File: src/rtl/vfp_exc_pkg.sv
// Constants for the vector floating-point exception unit: fields, offsets, codes.
// Assumes one core clock and an APB register port with 32-bit data.
//
// What this block does
// - With flushing on, subnormal operands and tiny results become signed zero.
// - Flushed tiny results, caught before rounding, raise inexact and underflow except reciprocals.
// - Flushed subnormal operands raise inexact, except in comparisons.
// - Non-trapping bit: 0 means trapping mode, 1 means non-trapping mode.
// - Trapping mode: enabled exception leaves destination unwritten, sets cause, traps.
// - Non-trapping: faulting elements get signaling NaN with low six exception bits.
// - Non-trapping mode takes no floating-point exception, even unimplemented operation.
// - Enable bits still pick default results; disabled conditions give default values.
// - Unimplemented operation is always enabled: enable mask ORs in its bit.
// - Exception bits: E 0x20, V bit 4, Z bit 3, O 0x04, U 0x02, I 0x01.
// - Overflow without overflow enabled also sets inexact for that element.
// - Exact underflow with underflow disabled clears the underflow bit.
// - No enabled exception: OR bits into cause; result if clean, else default.
// - Flags update after all elements only when cause holds no enabled exception.
// - Trapping mode signals the exception when any element hits an enabled condition.
// - Cause, enable, flags hold one bit per condition; cause adds unimplemented bit.
// - Reserved-instruction code 0x0A when vector absent or usable unit in 32-bit mode.
// - Privileged control moves without system access: code 0x0B, coprocessor field 0.
// - Vector-disabled code 0x15 when disabled or partitioned register unavailable.
// - Data-dependent faults raise code 0x0E with reason in cause bits.
// - Control/status: enables 11:7, cause 17:12, flags 6:2.

`default_nettype none

package vfp_exc_pkg;

	// ----------------------------------------
	// Exception bit positions and masks
	// ----------------------------------------
	localparam int           BIT_E  = 5;
	localparam int           BIT_V  = 4;
	localparam int           BIT_Z  = 3;
	localparam int           BIT_O  = 2;
	localparam int           BIT_U  = 1;
	localparam int           BIT_I  = 0;
	localparam logic [5:0]   MASK_E = 6'h20;
	localparam logic [5:0]   MASK_O = 6'h04;
	localparam logic [5:0]   MASK_U = 6'h02;
	localparam logic [5:0]   MASK_I = 6'h01;
	localparam int           NAN_LO = 6;

	// ----------------------------------------
	// Control/status register layout
	// ----------------------------------------
	localparam int           RM_LO      = 0;
	localparam int           RM_HI      = 1;
	localparam int           FLAGS_LO   = 2;
	localparam int           FLAGS_HI   = 6;
	localparam int           EN_LO      = 7;
	localparam int           EN_HI      = 11;
	localparam int           CAUSE_LO   = 12;
	localparam int           CAUSE_HI   = 17;
	localparam int           NTRAP_BIT  = 18;
	localparam int           FLUSH_BIT  = 24;
	localparam logic [31:0]  CSR_RST    = 32'h0000_0000;
	localparam logic [31:0]  CSR_WMASK  = 32'h0107_FFFF;

	// ----------------------------------------
	// Core configuration register layout
	// ----------------------------------------
	localparam int           CFG_FR32      = 0;
	localparam int           CFG_PARTITION = 1;
	localparam int           CFG_CP0       = 2;
	localparam int           CFG_VEC_EN    = 27;
	localparam int           CFG_PRESENT   = 28;
	localparam int           CFG_FPU_USE   = 29;
	localparam logic [31:0]  CFG_RST       = 32'h0000_0000;
	localparam logic [31:0]  CFG_WMASK     = 32'h3800_0007;

	// ----------------------------------------
	// Register offsets
	// ----------------------------------------
	localparam logic [11:0]  OFS_CSR = 12'h000;
	localparam logic [11:0]  OFS_CFG = 12'h004;
	localparam logic [11:0]  OFS_EXC = 12'h008;

	// ----------------------------------------
	// Core exception codes
	// ----------------------------------------
	typedef enum logic [4:0]
	{
		EXC_NONE = 5'h00,
		EXC_RSV  = 5'h0A,
		EXC_CPU  = 5'h0B,
		EXC_FPE  = 5'h0E,
		EXC_DIS  = 5'h15
	} exc_code_t;

endpackage

`default_nettype wire

File: src/rtl/vfp_elem_exc.sv
// Per-element exception shaping and destination value selection.
// Assumes same-cycle inputs from the datapath; purely combinational.

`default_nettype none

module vfp_elem_exc #(
	parameter int ELEM_W = 32
) (
	// Mode
	input  wire logic              flush_i,
	input  wire logic              nontrap_i,
	input  wire logic              recip_i,
	input  wire logic              compare_i,
	input  wire logic [4:0]        enable_i,
	// Element conditions and values
	input  wire logic [5:0]        exc_i,
	input  wire logic              tiny_i,
	input  wire logic              sub_in_i,
	input  wire logic [ELEM_W-1:0] result_i,
	input  wire logic [ELEM_W-1:0] default_i,
	input  wire logic [ELEM_W-1:0] snan_i,
	// Outcome
	output logic [5:0]             exc_o,
	output logic [5:0]             contrib_o,
	output logic                   hit_o,
	output logic [ELEM_W-1:0]      value_o
);

	logic [5:0]        enable;
	logic [5:0]        c_flush;
	logic [5:0]        c_ovf;
	logic              tiny_flush;
	logic [ELEM_W-1:0] zero_res;

	// ----------------------------------------
	// Condition shaping
	// ----------------------------------------
	assign enable     = vfp_exc_pkg::MASK_E | {1'b0, enable_i};
	assign tiny_flush = flush_i & tiny_i;
	assign c_flush    = exc_i
	                  | ((tiny_flush && !recip_i) ? (vfp_exc_pkg::MASK_U | vfp_exc_pkg::MASK_I) : 6'h00)
	                  | ((flush_i && sub_in_i && !compare_i) ? vfp_exc_pkg::MASK_I : 6'h00);
	assign c_ovf      = (c_flush[vfp_exc_pkg::BIT_O] && !enable[vfp_exc_pkg::BIT_O])
	                  ? (c_flush | vfp_exc_pkg::MASK_I) : c_flush;
	assign exc_o      = (c_ovf[vfp_exc_pkg::BIT_U] && !enable[vfp_exc_pkg::BIT_U] && !c_ovf[vfp_exc_pkg::BIT_I])
	                  ? (c_ovf & ~vfp_exc_pkg::MASK_U) : c_ovf;

	// ----------------------------------------
	// Enabled hit, cause share, value
	// ----------------------------------------
	assign hit_o     = |(exc_o & enable);
	assign contrib_o = (hit_o && nontrap_i) ? 6'h00 : exc_o;
	assign zero_res  = {result_i[ELEM_W-1], {(ELEM_W-1){1'b0}}};
	assign value_o   = hit_o ? {snan_i[ELEM_W-1:vfp_exc_pkg::NAN_LO], exc_o}
	                 : tiny_flush ? zero_res
	                 : (exc_o == 6'h00) ? result_i : default_i;

endmodule

`default_nettype wire

File: src/rtl/vfp_exc_unit.sv
// Vector floating-point exception unit: control/status, access checks, per-element merge.
// Assumes an APB master on the core clock and a datapath giving one op per op_valid_i pulse.

`default_nettype none

module vfp_exc_unit #(
	parameter int N_ELEM = 4,
	parameter int ELEM_W = 32
) (
	// Clock and reset
	input  wire logic                     clock_i,
	input  wire logic                     nrst_i,
	// APB slave
	input  wire logic [11:0]              paddr_i,
	input  wire logic                     psel_i,
	input  wire logic                     penable_i,
	input  wire logic                     pwrite_i,
	input  wire logic [31:0]              pwdata_i,
	input  wire logic [3:0]               pstrb_i,
	output logic [31:0]                   prdata_o,
	output logic                          pready_o,
	output logic                          pslverr_o,
	// Mode to datapath
	output logic [1:0]                    round_mode_o,
	output logic                          flush_o,
	// Operand flushing
	input  wire logic                     opnd_valid_i,
	input  wire logic [N_ELEM*ELEM_W-1:0] opnd_i,
	input  wire logic [N_ELEM-1:0]        opnd_sub_i,
	output logic                          opnd_valid_o,
	output logic [N_ELEM*ELEM_W-1:0]      opnd_o,
	// Instruction
	input  wire logic                     op_valid_i,
	input  wire logic                     op_fp_i,
	input  wire logic                     op_compare_i,
	input  wire logic                     op_recip_i,
	input  wire logic                     op_ctl_move_i,
	input  wire logic                     op_priv_ctl_i,
	input  wire logic                     op_reg_unavail_i,
	// Element conditions
	input  wire logic [N_ELEM*6-1:0]      elem_exc_i,
	input  wire logic [N_ELEM-1:0]        elem_tiny_i,
	input  wire logic [N_ELEM-1:0]        elem_sub_in_i,
	input  wire logic [N_ELEM*ELEM_W-1:0] elem_result_i,
	input  wire logic [N_ELEM*ELEM_W-1:0] elem_default_i,
	input  wire logic [N_ELEM*ELEM_W-1:0] elem_snan_i,
	// Completion
	output logic                          done_o,
	output logic                          dest_we_o,
	output logic [N_ELEM*ELEM_W-1:0]      dest_o,
	output logic                          exc_valid_o,
	output logic [4:0]                    exc_code_o,
	output logic [1:0]                    exc_ce_o
);

	// ----------------------------------------
	// Reset release
	// ----------------------------------------
	logic rst_meta;
	logic rst_n;

	always_ff @(posedge clock_i or negedge nrst_i)
	begin
		if (!nrst_i)
		begin
			rst_meta <= 1'b0;
			rst_n    <= 1'b0;
		end
		else
		begin
			rst_meta <= 1'b1;
			rst_n    <= rst_meta;
		end
	end

	// ----------------------------------------
	// Registers and decode
	// ----------------------------------------
	logic [31:0]               csr;
	logic [31:0]               cfg;
	logic [4:0]                last_code;
	logic [31:0]               next_csr;
	logic [31:0]               next_cfg;
	logic [31:0]               byte_mask;
	logic [31:0]               rd_word;
	logic [31:0]               csr_base;
	wire                       sel_csr = (paddr_i == vfp_exc_pkg::OFS_CSR);
	wire                       sel_cfg = (paddr_i == vfp_exc_pkg::OFS_CFG);
	wire                       sel_exc = (paddr_i == vfp_exc_pkg::OFS_EXC);
	wire                       mapped  = sel_csr | sel_cfg | sel_exc;
	wire                       acc     = psel_i & penable_i;
	wire                       wr_csr  = acc & pwrite_i & sel_csr;
	wire                       wr_cfg  = acc & pwrite_i & sel_cfg;
	wire                       nontrap = csr[vfp_exc_pkg::NTRAP_BIT];
	wire                       flush   = csr[vfp_exc_pkg::FLUSH_BIT];
	wire [4:0]                 enables = csr[vfp_exc_pkg::EN_HI:vfp_exc_pkg::EN_LO];
	wire [5:0]                 cause   = csr[vfp_exc_pkg::CAUSE_HI:vfp_exc_pkg::CAUSE_LO];
	wire [4:0]                 flags   = csr[vfp_exc_pkg::FLAGS_HI:vfp_exc_pkg::FLAGS_LO];

	assign byte_mask = {{8{pstrb_i[3]}}, {8{pstrb_i[2]}}, {8{pstrb_i[1]}}, {8{pstrb_i[0]}}};
	assign rd_word   = sel_csr ? csr
	                 : sel_cfg ? cfg
	                 : sel_exc ? {27'h0, last_code}
	                 : 32'h0000_0000;
	assign pready_o     = 1'b1;
	assign pslverr_o    = acc & ~mapped;
	assign round_mode_o = csr[vfp_exc_pkg::RM_HI:vfp_exc_pkg::RM_LO];
	assign flush_o      = flush;

	// ----------------------------------------
	// Access checks
	// ----------------------------------------
	wire rsv_hit = ~cfg[vfp_exc_pkg::CFG_PRESENT]
	             | (cfg[vfp_exc_pkg::CFG_FPU_USE] & cfg[vfp_exc_pkg::CFG_FR32]);
	wire cpu_hit = op_ctl_move_i & op_priv_ctl_i & ~cfg[vfp_exc_pkg::CFG_CP0];
	wire dis_hit = ~cfg[vfp_exc_pkg::CFG_VEC_EN]
	             | (cfg[vfp_exc_pkg::CFG_PARTITION] & op_reg_unavail_i);
	wire acc_exc = rsv_hit | cpu_hit | dis_hit;
	wire commit  = op_valid_i & op_fp_i & ~acc_exc;

	// ----------------------------------------
	// Element lanes
	// ----------------------------------------
	logic [N_ELEM*6-1:0]      lane_exc;
	logic [N_ELEM*6-1:0]      lane_contrib;
	logic [N_ELEM-1:0]        lane_hit;
	logic [N_ELEM*ELEM_W-1:0] lane_value;
	logic [N_ELEM*ELEM_W-1:0] opnd_flushed;
	logic [5:0]               new_cause;

	genvar g;
	generate
		for (g = 0; g < N_ELEM; g++)
		begin : lane
			vfp_elem_exc #(.ELEM_W(ELEM_W)) u_elem (
				.flush_i   (flush),
				.nontrap_i (nontrap),
				.recip_i   (op_recip_i),
				.compare_i (op_compare_i),
				.enable_i  (enables),
				.exc_i     (elem_exc_i[g*6 +: 6]),
				.tiny_i    (elem_tiny_i[g]),
				.sub_in_i  (elem_sub_in_i[g]),
				.result_i  (elem_result_i[g*ELEM_W +: ELEM_W]),
				.default_i (elem_default_i[g*ELEM_W +: ELEM_W]),
				.snan_i    (elem_snan_i[g*ELEM_W +: ELEM_W]),
				.exc_o     (lane_exc[g*6 +: 6]),
				.contrib_o (lane_contrib[g*6 +: 6]),
				.hit_o     (lane_hit[g]),
				.value_o   (lane_value[g*ELEM_W +: ELEM_W])
			);
			assign opnd_flushed[g*ELEM_W +: ELEM_W] = (flush && opnd_sub_i[g])
			        ? {opnd_i[(g+1)*ELEM_W-1], {(ELEM_W-1){1'b0}}}
			        : opnd_i[g*ELEM_W +: ELEM_W];
		end
	endgenerate

	always_comb
	begin
		new_cause = 6'h00;
		for (int k = 0; k < N_ELEM; k++)
		begin
			new_cause = new_cause | lane_contrib[k*6 +: 6];
		end
	end

	wire any_hit = |lane_hit;
	wire trap    = commit & any_hit & ~nontrap;

	// ----------------------------------------
	// Control/status next value
	// ----------------------------------------
	always_comb
	begin
		csr_base = wr_csr ? (((csr & ~byte_mask) | (pwdata_i & byte_mask)) & vfp_exc_pkg::CSR_WMASK) : csr;
		next_csr = csr_base;
		if (commit)
		begin
			next_csr[vfp_exc_pkg::CAUSE_HI:vfp_exc_pkg::CAUSE_LO] = new_cause;
			if (!trap)
			begin
				next_csr[vfp_exc_pkg::FLAGS_HI:vfp_exc_pkg::FLAGS_LO] =
					csr_base[vfp_exc_pkg::FLAGS_HI:vfp_exc_pkg::FLAGS_LO] | new_cause[4:0];
			end
		end
		next_cfg = wr_cfg ? (((cfg & ~byte_mask) | (pwdata_i & byte_mask)) & vfp_exc_pkg::CFG_WMASK) : cfg;
	end

	always_ff @(posedge clock_i or negedge rst_n)
	begin
		if (!rst_n)
		begin
			csr      <= vfp_exc_pkg::CSR_RST;
			cfg      <= vfp_exc_pkg::CFG_RST;
			prdata_o <= 32'h0000_0000;
		end
		else
		begin
			csr <= next_csr;
			cfg <= next_cfg;
			if (psel_i && !penable_i)
			begin
				prdata_o <= rd_word;
			end
		end
	end

	// ----------------------------------------
	// Completion outputs
	// ----------------------------------------
	logic [4:0] next_code;

	always_comb
	begin
		next_code = vfp_exc_pkg::EXC_NONE;
		if (rsv_hit)
		begin
			next_code = vfp_exc_pkg::EXC_RSV;
		end
		else if (cpu_hit)
		begin
			next_code = vfp_exc_pkg::EXC_CPU;
		end
		else if (dis_hit)
		begin
			next_code = vfp_exc_pkg::EXC_DIS;
		end
		else if (trap)
		begin
			next_code = vfp_exc_pkg::EXC_FPE;
		end
	end

	wire next_exc = op_valid_i & (acc_exc | trap);

	always_ff @(posedge clock_i or negedge rst_n)
	begin
		if (!rst_n)
		begin
			done_o       <= 1'b0;
			dest_we_o    <= 1'b0;
			dest_o       <= '0;
			exc_valid_o  <= 1'b0;
			exc_code_o   <= 5'h00;
			exc_ce_o     <= 2'h0;
			last_code    <= 5'h00;
			opnd_valid_o <= 1'b0;
			opnd_o       <= '0;
		end
		else
		begin
			done_o       <= op_valid_i;
			dest_we_o    <= commit & ~trap;
			exc_valid_o  <= next_exc;
			exc_code_o   <= next_exc ? next_code : 5'h00;
			exc_ce_o     <= 2'h0;
			opnd_valid_o <= opnd_valid_i;
			if (commit)
			begin
				dest_o <= lane_value;
			end
			if (next_exc)
			begin
				last_code <= next_code;
			end
			if (opnd_valid_i)
			begin
				opnd_o <= opnd_flushed;
			end
		end
	end
endmodule

`default_nettype wire

File: config.mk
export PLATFORM = sky130hd
export DESIGN_NAME = vfp_exc_unit
export DESIGN_NICKNAME = d
export VERILOG_FILES = /design/src/rtl/vfp_exc_pkg.sv /design/src/rtl/vfp_elem_exc.sv /design/src/rtl/vfp_exc_unit.sv
export SDC_FILE = /design/constraint.sdc
export NUM_CORES = 1
export LEC_CHECK = 0
export ABC_AREA = 1
export BUFFER_PORTS_ARGS = -buffer_cell sky130_fd_sc_hd__buf_2
export CAP_MARGIN = 10
export CORE_AREA = 8 8 351 353
export DETAILED_ROUTE_END_ITERATION = 10
export DIE_AREA = 0 0 359 361
export PLACE_DENSITY = 0.37
export SLEW_MARGIN = 25
export SYNTH_ARGS = -nofsm -noshare
export SYNTH_HDL_FRONTEND = slang
export SYNTH_SLANG_ARGS = --single-unit
File: constraint.sdc
create_clock -name clock_i -period 11.8 [get_ports clock_i]
set_clock_uncertainty 0.15 [all_clocks]
set_input_delay 0.59 -clock clock_i [delete_from_list [all_inputs] [get_ports clock_i]]
set_output_delay 0.59 -clock clock_i [all_outputs]
set_load 0.05 [all_outputs]
Word level (Yosys, flattened, before mapping)
Index checks and enable logic that the tools add are counted.
Word-level totals
  register bits: 330
  input bits: 609
  output and inout port bits: 304
Operators by class
  equal/unequal tests: 2
  mux-type cells: 48
  bitwise logic cells: 55
  reduce and logical (&&, ||, !) cells: 53
Operators with widths (number)
  two-way mux 32 bit: 12
  two-way mux 31 bit: 4
  bitwise AND 30 bit: 2
  two-way mux 30 bit: 2
  OR 6 bit: 7
  two-way mux 5 bit: 7
  logical AND 1 bit: 33
  two-way mux 6 bit: 5
  inverter 30 bit: 1
  OR 30 bit: 1
  bitwise AND 25 bit: 1
  OR 25 bit: 1
  bitwise AND 6 bit: 4
  logical NOT 6 bit: 4
  OR 6 x 1 -> 6 bit: 4
  OR reduction 24 bit: 1
  OR reduction 6 bit: 4
  bitwise AND 1 bit: 19
  two-way mux 18 bit: 1
  two-way mux 2 bit: 8
  == test 12 x 3 -> 1 bit, second input constant: 1
  == test 12 x 4 -> 1 bit, second input constant: 1
  logical NOT 12 bit: 1
  logical NOT 1 bit: 9
  6 further kinds: 25

Depth between registers and ports, before layout
Gate-level depths: netlist of run 1.
  depth in word-level cells: 20
  gate-level depth with buffers: 13

Modules after synthesis
A second synthesis of run 1 with hierarchy kept.
Unflattened totals
  cells, all modules: 2472
  area total of the unflattened synthesis: 17596.9 um2
Modules (own cells, without submodules)
  vfp_exc_unit: instances 1, cells each 1488, area each 13137.6 um2, seq. area each 7982.7 um2
  vfp_elem_exc: instances 4, cells each 246, area each 1114.8 um2, seq. area each 0.0 um2

Worst setup path before layout of run 1
OpenSTA, ideal clock, no wires.
  path kind: in2out
  from: input paddr_i[11]
  to: output pslverr_o
  data arrival time: 1.867 ns
  required time: 11.060 ns
  setup slack: 9.193 ns
  stages on the path: 7
  buffers on the path: 1
  cell sequence: nor2_1 nand2_1 nor2_1 nand4_1 clkbuf_1 nand4_1 nor2_1
Between the ends
  word-level cells in the longest chain between the ends: 5
  elaborated cells between the ends (all ways): 7
  classes of those cells: eq/ne (2); bitwise (4); reduce/logical (1)
Ends and longest elaborated chain
  start: declaration: RTL line vfp_exc_unit.sv:14  | input wire logic [11:0] paddr_i,
  == test 12 x 3 -> 1 bit / logical NOT 12 bit (equally long branches): RTL line vfp_exc_unit.sv:88, vfp_exc_unit.sv:87
  OR 1 bit: RTL line vfp_exc_unit.sv:90  | wire mapped = sel_csr | sel_cfg | sel_exc;
  OR 1 bit *: RTL line vfp_exc_unit.sv:90
  inverter 1 bit *: RTL line vfp_exc_unit.sv:106  | assign pslverr_o = acc & ~mapped;
  bitwise AND 1 bit *: RTL line vfp_exc_unit.sv:106
  end: declaration: RTL line vfp_exc_unit.sv:22  | output logic pslverr_o,
Every way passes the cells marked *; elsewhere a longest branch is shown, timed or not.

==> flow_summary.json, run 1 <==
{
  "run_status": "complete, no violations",
  "syn_area_um2": 16070,
  "cts_buffers": 44,
  "period_minus_slack_ns": 3.597,
  "wire_per_inst_um": 21.28,
  "fill_cells": 13540,
  "min_period_over_period_pct": 30.48,
  "ir_drop_mv": 0.08533,
  "pre_cts_ws_ns": 8.055,
  "drt_wl_total_um": 96530,
  "holdCritStartpoint": "pwdata_i[10]",
  "synthFlopType": "dfrtp_1",
  "startpoint_type": "register",
  "setup_viol": 0,
  "clockPowerShare_pct": 37.3,
  "drive_gt1_share_pct": 33.41,
  "antenna_found_initial": 59,
  "grt_pass1_vias": 18370,
  "fmax_mhz": 278.0,
  "yosys.cell_types.count": 37,
  "fp.dieArea_um2": 129600,
  "crit_arrival_ns": 3.97,
  "min_path_cells": 3,
  "grt-ovfl-total": 0,
  "seqCellArea_um2": 7988,
  "power_frac_seq_pct": 36.1,
  "fin_ws_ns": 8.203,
  "postPlaceCellArea_um2": 21980,
  "synth.area.top_cells": "dfrtp_1 50%, nand2_1 12%, a21oi_1 8.3%",
  "dpl.hpwl_um": 76830,
  "portBuffers": 867,
  "grt_pass1_wl_um": 136300,
  "hold_path_class": "primary input to register",
  "max_slew_margin_pct": 31.37,
  "globalRoute.busiestLayer": "met2",
  "critPathMaxStageDelay_ns": 0.60,
  "stdcell_count": 4537,
  "die_y_um": 361,
  "grtUsageTotal_pct": 14.19,
  "cp.required_ns": 12.17,
  "clockRootBuffer": "clkbuf_16",
  "drc": 0,
  "fp.coreArea_um2": 117500,
  "syn_inst": 2139,
  "crit_chain": "buf_4, nand2_1, inv_2, nand2_1, nand3_2, a21oi_2, nand2_2, buf_4, nor2_2, buf_4, nand2_1, a21oi_1",
  "rsz0062_at_grt": "false",
  "synth_edf_count": 0,
  "r2r_end": "dest_o[117]",
  "met2_usage_pct": 25.25,
  "yosysSeqAreaShare_pct": 49.68,
  "tightest_slew_ns": 1.029,
  "p_sw_share_pct": 37.64,
  "insertion_delay_ns": 0.60,
  "whs_ns": 0.07097,
  "combPwrFrac_pct": 26.6,
  "multi_input_area_um2": 6489,
  "tns_ns": 0,
  "p_int_w": 0.002204,
  "stdcell_area_um2": 23430,
  "cp_top_family": "simple AND/OR/NAND/NOR gates",
  "path_clk_slew_ns": 0.06,
  "grt_max_degree": 132,
  "leakagePower_nw": 11.87,
  "post-place-cells": 4440,
  "area.growth.synth_to_final_pct": 45.82,
  "maxCapViolations": 0,
  "die_w_um": 359,
  "gp_congestion": 0.8391,
  "worstSetupPathType": "register to register",
  "yosys_warnings": 0,
  "placementRows": 126,
  "slew_viol_final": 0,
  "path_buf_inv": 4,
  "cts_tree": "yes",
  "ant_nets": 0,
  "met1_usage_pct": 16.10,
  "synth_top_cell_area_share_pct": 49.68,
  "cts_buffer_depth": 3,
  "avgSynthCellArea_um2": 7.512,
  "r2r_setup_slack_ns": 8.20,
  "met3_usage_pct": 5.455,
  "synth_common_cells": "520 x nand2_1, 319 x dfrtp_1, 267 x a21oi_1, 259 x inv_1, 194 x o21ai_0",
  "drt_pass1_iterations": 5,
  "worstPathMaxFanout": 36,
  "cp_slowest_cell": "nand3_2",
  "hold_viol": 0,
  "cts_max_level": 2,
  "ys_ff_latch": 319,
  "drtIter0Drc": 905,
  "p_switching_w": 0.001330,
  "dr_total_vias": 17650,
  "initial_core_util_pct": 13.68,
  "reg2reg_depth": 12,
  "ios": 913,
  "endpoint_kind": "register",
  "synth_top_cell_by_area": "dfrtp_1",
  "power_per_cell_area_nw_per_um2": 150.8,
  "viasPerCell": 3.891,
  "synth_async_sr_flop_share_pct": 100.0,
  "yosysMostFrequentCell": "nand2_1",
  "ctsResizeCount": 0,
  "clock_sinks": 319,
  "final_nets": 3561
}
==> through the flow <==
stage / total power, W / util [%]
6_report: 0.003534 / 19.95
5_1_grt: 0.003718 / 19.91
4_1_cts: 0.003622 / 19.91
3_5_place_dp: 0.002256 / 18.72
3_3_place_gp: 0.002254 / 18.71
2_1_floorplan: 0.001890 / -
==> layout make-up <==
class                      count  share of cell area [%]
antenna                       20                  0.2136
clock buffer                  66                   5.436
inverter                     265                   4.266
timing repair buffer         899                   19.64
tap                         1536                   8.202
multi-input combinational   1423                   27.69
clock inverter                 9                  0.4592
sequential                   319                   34.09
==> repair_timing <==
action	4_1_cts	5_1_grt
setup endpoints to repair	0	0
hold buffers	2	0
setup buffers	0	0
hold endpoints to repair	3	0
==> placed cells by master (no fill, tap or decap), types with 3 or more instances in the layout <==
cell type,n
a21oi_1,267
a31oi_1,3
buf_2,866
buf_4,29
clkbuf_1,13
clkbuf_16,44
clkbuf_8,9
clkinv_2,3
conb_1,13
dfrtp_1,317
diode_2,20
inv_1,259
inv_2,5
mux2_2,7
nand2_1,518
nand3_1,145
nand3_2,4
nand3b_1,4
nor2_1,171
nor2_2,6
nor2_4,3
o211ai_1,3
o21a_1,5
o21ai_0,194
o21ai_1,44
o31ai_1,17
==> routing by layer <==
layer  up-vias  part of all wire, %
met4        44                  2.1
met5         -                 0.30
met3       130                  8.7
met2       698                   50
li1       8511                    -
met1      8271                   39
==> worst max-delay path by stage <==
stage	slack [ns]	to	depth (start not counted)	from
final	8.20	dest_o[117]	12	register
after global placement	8.06	dest_o[0]	10	elem_tiny_i[0]
after CTS	8.20	dest_o[117]	12	register
after floorplan	2.10	asynchronous set/reset pin	0	rst_n
after detailed placement	8.06	dest_o[0]	10	elem_tiny_i[0]
after global routing	7.97	dest_o[117]	12	register
==> kinds of logic after synthesis <==
| group | share of synthesized area [%] |
|---|---|
| flip-flops | 49.68 |
| AO/OA/AOI/OAI | 17.43 |
| buffers and inverters | 10.36 |
| other | 0.04674 |
| multiplexers | 0.4906 |
| AND/OR/NAND/NOR | 22.00 |
==> registers in the layout, summed over array words and instances, names as in the netlist, named ones only <==
name	flops
prdata_o	23
exc_valid_o	1
opnd_valid_o	1
dest_we_o	1
csr	11
rst_n	1
exc_code_o	4
rst_meta	1
done_o	1
last_code	4
dest_o	128
opnd_o	128
==> worst reg2reg max path, cell delays in order, from the launching register on <==
cell	delay, ns
dfrtp_2	0.42
buf_4	0.30
nand2_1	0.15
inv_2	0.07
nand2_1	0.10
nand3_2	0.60
a21oi_2	0.47
nand2_2	0.09
buf_4	0.27
nor2_2	0.15
buf_4	0.36
nand2_1	0.22
a21oi_1	0.17
==> power groups by stage <==
stage | sequential (W) | combinational, W | clock (W)
floorplan | 0.00170 | 0.000186 | 0
global placement | 0.00129 | 0.000962 | 0
detailed placement | 0.00129 | 0.000962 | 0
CTS | 0.00128 | 0.000964 | 0.00138
global route | 0.00129 | 0.00101 | 0.00142
finish | 0.00128 | 0.000940 | 0.00132
Note: power is estimated with default switching activity, not from simulation.
==> inputs of run 2 (changes only) <==
CORE_AREA = 8 8 347 349   (was 8 8 351 353)
DIE_AREA = 0 0 355 357   (was 0 0 359 361)
PLACE_DENSITY = 0.38   (was 0.37)
clock period = 3.09 ns   (was 11.8 ns; I/O delays follow)
==> run 2 against run 1 <==
Compared with the run above:
- wire length rose by 5.9%
- combinational power grew to 4.7 times the previous value
- hold slack lost 0.065 ns
- clock-buffer cell count decreased by 6
- utilization up 6.4 points
- register-to-register slack got worse by 8.0 ns
- first-iteration DRC count shrank 4.6%
- clock power rose to 4.0 times the previous value
- highest routed layer unchanged
==> flow_summary.json, run 2 (same netlist as run 1, synthesis figures left out) <==
{
  "run_status": "complete, no violations",
  "drive_gt1_share_pct": 29.01,
  "area.growth.synth_to_final_pct": 88.87,
  "portBuffers": 867,
  "multi_input_area_um2": 6529,
  "drtIter0Drc": 863,
  "fmax_mhz": 337.5,
  "met2_length_um": 50680,
  "worstSetupPathType": "primary input to register",
  "stdcell_area_um2": 30350,
  "combPwrFrac_pct": 30.2,
  "power_frac_seq_pct": 33.5,
  "ios": 913,
  "ant_nets": 0,
  "hold_viol": 0,
  "startpoint_type": "primary input",
  "post-place-cells": 4470,
  "grtUsageTotal_pct": 15.21,
  "grt_max_degree": 72,
  "grt-ovfl-total": 0,
  "antenna_found_initial": 32,
  "crit_arrival_ns": 3.32,
  "clockPowerShare_pct": 36.3,
  "cts_max_level": 2,
  "power.total_w": 0.01460,
  "die_w_um": 355,
  "maxCapViolations": 0,
  "ir_drop_mv": 0.3351,
  "max_slew_margin_pct": 43.98,
  "fp.dieArea_um2": 126700,
  "gp_congestion": 0.8217,
  "stdcell_count": 5198,
  "top_layer": "met5",
  "tightest_slew_ns": 0.8403,
  "die_y_um": 357,
  "slew_viol_final": 0,
  "leakagePower_nw": 14.72,
  "worstPathMaxFanout": 4,
  "crit_path_start": "paddr_i[2]",
  "r2r_setup_slack_ns": 0.16,
  "power_per_cell_area_nw_per_um2": 481.1,
  "p_switching_w": 0.005364,
  "drt_wl_total_um": 102200,
  "met3_length_um": 7227,
  "final_common_cell": "buf_2",
  "fill_cells": 12880,
  "endpoint_kind": "register",
  "p_sw_share_pct": 36.73,
  "fp.coreArea_um2": 115100,
  "wire_per_inst_um": 19.67,
  "seqCellArea_um2": 7988,
  "drc": 0,
  "worstSetupEndpoint": "prdata_o[2]",
  "grt_pass1_wl_um": 145400,
  "cts_buffer_depth": 3,
  "whs_ns": 0.005805,
  "cts_tree": "yes",
  "min_period_over_period_pct": 95.89,
  "placementRows": 125,
  "initial_core_util_pct": 13.96,
  "hold_path_class": "primary input to register",
  "met1_length_um": 40460,
  "p_int_w": 0.009238,
  "final_nets": 4229,
  "period_minus_slack_ns": 2.963,
  "drt_pass1_iterations": 7,
  "top_regs": "dest_o: 128 flops, opnd_o: 128 flops, prdata_o: 23 flops",
  "viasPerCell": 3.901,
  "insertion_delay_ns": 0.60,
  "clock_sinks": 319,
  "reg2reg_depth": 9,
  "clockRootBuffer": "clkbuf_16",
  "dr_total_vias": 20280,
  "final_cell_mix": "866 x buf_2, 619 x dlygate4sd3_1, 519 x nand2_1, 317 x dfrtp_1, 267 x a21oi_1",
  "grt_pass1_vias": 21720,
  "postPlaceCellArea_um2": 22440,
  "path_clk_slew_ns": 0.06,
  "setup_viol": 0,
  "cp.required_ns": 3.45,
  "cts_buffers": 45,
  "r2r_end": "dest_o[5]",
  "dpl.hpwl_um": 78550
}
run 2: changes by cell type in the layout (fill, tap and decap cells not counted), moves of 3 or more:
cell,before,now
buf_12,1,16
clkinv_2,3,10
buf_6,1,6
clkbuf_8,9,6
clkinvlp_4,0,3
clkbuf_1,13,9
dlygate4sd3_1,2,619
buf_4,29,55
run 2: worst min path at each step:
| stage | start | endpoint | slack (ns) | cells past startpoint |
|---|---|---|---|---|
| final | elem_exc_i[6] | dest_o[32] | 0.006 | 5 |
| after global routing | elem_exc_i[6] | dest_o[32] | 0.02 | 5 |
| after CTS | opnd_sub_i[2] | opnd_o[88] | 0.0004 | 5 |
| after detailed placement | nrst_i | rst_meta | -0.21 | 1 |
| after global placement | nrst_i | rst_meta | -0.21 | 1 |
| after floorplan | nrst_i | rst_meta | -0.29 | 0 |
run 2: worst max-delay path: stages:
cell and delay (ns):
dlygate4sd3_1 0.54, buf_2 0.13, inv_1 0.07, nand3_1 0.08, dlygate4sd3_1 0.57, nor2_1 0.31, dlygate4sd3_1 0.64, nand3_1 0.07
dlygate4sd3_1 0.57, a41oi_1 0.18
run 2: what timing repair did:
action	4_1_cts	5_1_grt
setup endpoints to repair	0	84
hold endpoints to repair	303	0
hold buffers	619	0
resized for setup	0	21
buffers inserted	0	6
run 2: metal layers:
| metal | track usage [%] | vias up |
|---|---|---|
| li1 | - | 9842 |
| met5 | 0 | - |
| met4 | 5.256 | 8 |
| met1 | 17.44 | 9513 |
| met3 | 4.413 | 168 |
| met2 | 26.91 | 748 |
run 2: final cells by class:
cell class | count | area share (%)
Antenna cell | 20 | 0.1649
Clock buffer | 60 | 4.094
Clock inverter | 21 | 0.8121
Inverter | 265 | 3.302
Multi-Input combinational cell | 1424 | 21.51
Sequential cell | 319 | 26.32
Tap cell | 1524 | 6.283
Timing Repair Buffer | 1565 | 37.51
run 2: per-stage QoR:
| step | util (%) | setup WS [ns] | setup TNS [ns] |
|---|---|---|---|
| finish | 26.37 | 0.1269 | 0 |
| global route | 26.36 | -0.002266 | -0.002266 |
| floorplan | - | -0.2250 | -71.33 |
| detailed placement | 19.50 | 0.2304 | 0 |
| CTS | 26.17 | 0.02100 | 0 |
| global placement | 19.50 | -0.08750 | -0.08750 |
run 2: power by group through the flow:
stage	Combinational (W)	Sequential, W	Clock, W
6_report	0.00441	0.00489	0.00530
5_1_grt	0.00471	0.00495	0.00568
4_1_cts	0.00446	0.00490	0.00554
3_5_place_dp	0.00373	0.00496	0
3_3_place_gp	0.00373	0.00496	0
2_1_floorplan	0.000709	0.00651	0
==> inputs of run 3 (changes only) <==
CORE_AREA = 8 8 348 350   (was 8 8 347 349)
DIE_AREA = 0 0 356 358   (was 0 0 355 357)
PLACE_DENSITY = 0.4   (was 0.38)
SKIP_CTS_REPAIR_TIMING = 1   (was default)
SYNTH_HIERARCHICAL = 1   (was default)
==> run 3 against run 2 <==
Compared with the run above:
- the run now ends with negative hold slack left
- non-clock buffer count decreased by 106
- final cell count increased by 3.7%
- setup slack improved by 0.023 ns
- clock power down 2%
- wire length is 4.1% higher
- power is 18% lower
- clock-buffer cell count rose by 7
- critical endpoint is now dest_o[89]
- synthesized cell count up 15%
==> flow_summary.json, run 3 <==
{
  "run_status": "finished with violations",
  "violations": "negative hold slack",
  "drt_wl_total_um": 106500,
  "final_nets": 4425,
  "power.total_w": 0.01204,
  "setup_viol": 0,
  "power_per_cell_area_nw_per_um2": 398.2,
  "final_common_cell": "nand2_1",
  "insertion_delay_ns": 0.59,
  "worstSetupEndpoint": "dest_o[89]",
  "max_slew_margin_pct": 43.47,
  "grt-ovfl-total": 0,
  "path_clk_slew_ns": 0.05,
  "initial_core_util_pct": 15.14,
  "endpoint_kind": "register",
  "dr_total_vias": 21190,
  "seqCellArea_um2": 7988,
  "cts_tree": "yes",
  "stdcell_area_um2": 30250,
  "fp.coreArea_um2": 115400,
  "cts_max_level": 2,
  "gp_congestion": 0.8387,
  "die_w_um": 356,
  "drtIter0Drc": 1367,
  "min_period_over_period_pct": 95.14,
  "cts_buffers": 44,
  "final_cell_mix": "1,139 x nand2_1, 866 x buf_2, 534 x dlygate4sd3_1, 317 x dfrtp_1, 306 x nand3_1",
  "wire_per_inst_um": 19.76,
  "startpoint_type": "register",
  "drc": 0,
  "multi_input_area_um2": 7756,
  "critPathMaxStageDelay_ns": 0.57,
  "slew_viol_final": 0,
  "reg2reg_depth": 12,
  "period_minus_slack_ns": 2.940,
  "r2r_end": "dest_o[89]",
  "grtUsageTotal_pct": 15.24,
  "crit_top_cell": "nand2_1",
  "whs_ns": -0.06992,
  "clock_sinks": 319,
  "leakagePower_nw": 16.48,
  "grt_pass1_vias": 19730,
  "r2r_setup_slack_ns": 0.15,
  "drive_gt1_share_pct": 27.68,
  "cp.required_ns": 3.45,
  "portBuffers": 867,
  "cts_buffer_depth": 3,
  "crit_arrival_ns": 3.30,
  "crit_chain": "buf_4, nand3b_1, nand3_1, nand2_1, nand2_2, nand2_1, nand2_1, dlygate4sd3_1, nand2_1, nand2_1, nand2_1, nand2_1",
  "top_regs": "dest_o: 128 flops, opnd_o: 128 flops, prdata_o: 23 flops",
  "worstPathMaxFanout": 33,
  "worstSetupPathType": "register to register",
  "syn_inst": 2456,
  "fp.dieArea_um2": 127400,
  "hold_path_class": "primary input to register",
  "yosys_warnings": 6,
  "tightest_slew_ns": 0.8459,
  "dpl.hpwl_um": 83660,
  "area.growth.synth_to_final_pct": 73.06,
  "clockRootBuffer": "clkbuf_16",
  "cp_slowest_cell": "nand2_2",
  "fmax_mhz": 340.2,
  "placementRows": 125,
  "antenna_found_initial": 24,
  "postPlaceCellArea_um2": 23430,
  "hold_viol": 5,
  "viasPerCell": 3.933,
  "syn_area_um2": 17480,
  "grt_max_degree": 89,
  "die_y_um": 358,
  "final_core_util_pct": 26.20,
  "ir_drop_mv": 0.3344,
  "ios": 913,
  "drt_pass1_iterations": 5,
  "fill_cells": 12840,
  "grt_pass1_wl_um": 142400,
  "avgSynthCellArea_um2": 7.116,
  "ant_nets": 0,
  "maxCapViolations": 0
}
[run 3: power by group]
part | switching, W | leakage (nW) | internal (W) | total, W
logic | 0.00145 | 11.5 | 0.000997 | 0.00244
registers | 0.0000917 | 4.26 | 0.00432 | 0.00441
clock network | 0.00211 | 0.699 | 0.00308 | 0.00519
[run 3: cell type report]
type	count	share of cell area [%]
Inverter	221	2.792
Tap cell	1524	6.305
Antenna cell	16	0.1324
Multi-Input combinational cell	1771	25.64
Clock inverter	11	0.4137
Timing Repair Buffer	1459	33.98
Clock buffer	67	4.327
Sequential cell	319	26.41
[run 3: how the worst min path moves through the flow]
stage | startpoint | endpoint | cells past startpoint
final | elem_default_i[95] | dest_o[95] | 7
after CTS | nrst_i | rst_n | 1
after floorplan | nrst_i | rst_meta | 0
after detailed placement | nrst_i | rst_meta | 1
after global routing | elem_exc_i[9] | dest_o[35] | 5
after global placement | nrst_i | rst_meta | 1
[run 3: worst max-delay path, delay by kind of cell, from the launching register on]
| family | cells | cell delay (ns) |
|---|---|---|
| flops | 1 | 0.56 |
| buf+inv | 2 | 0.74 |
| simple gates | 10 | 1.41 |
[run 3: through the flow]
step | hold slack, ns | setup TNS [ns] | instances | setup slack (ns)
detailed placement | -0.2066 | 0 | 4760 | 0.3558
finish | -0.06992 | 0 | 5388 | 0.1503
CTS | -0.8744 | 0 | 4838 | 0.3502
global placement | -0.2080 | 0 | 4760 | 0.4135
global route | 0.002579 | -0.02759 | 5380 | -0.009079
floorplan | -0.2911 | -71.33 | 2467 | -0.2250
[run 3: per-layer routing]
layer	part of all wire (%)	vias up	track usage [%]	routed length, um
li1	-	10370	-	-
met5	0.069	-	0	73
met2	51	798	27.54	54330
met4	3.3	12	5.159	3465
met1	38	9868	16.28	40550
met3	7.6	145	5.711	8044
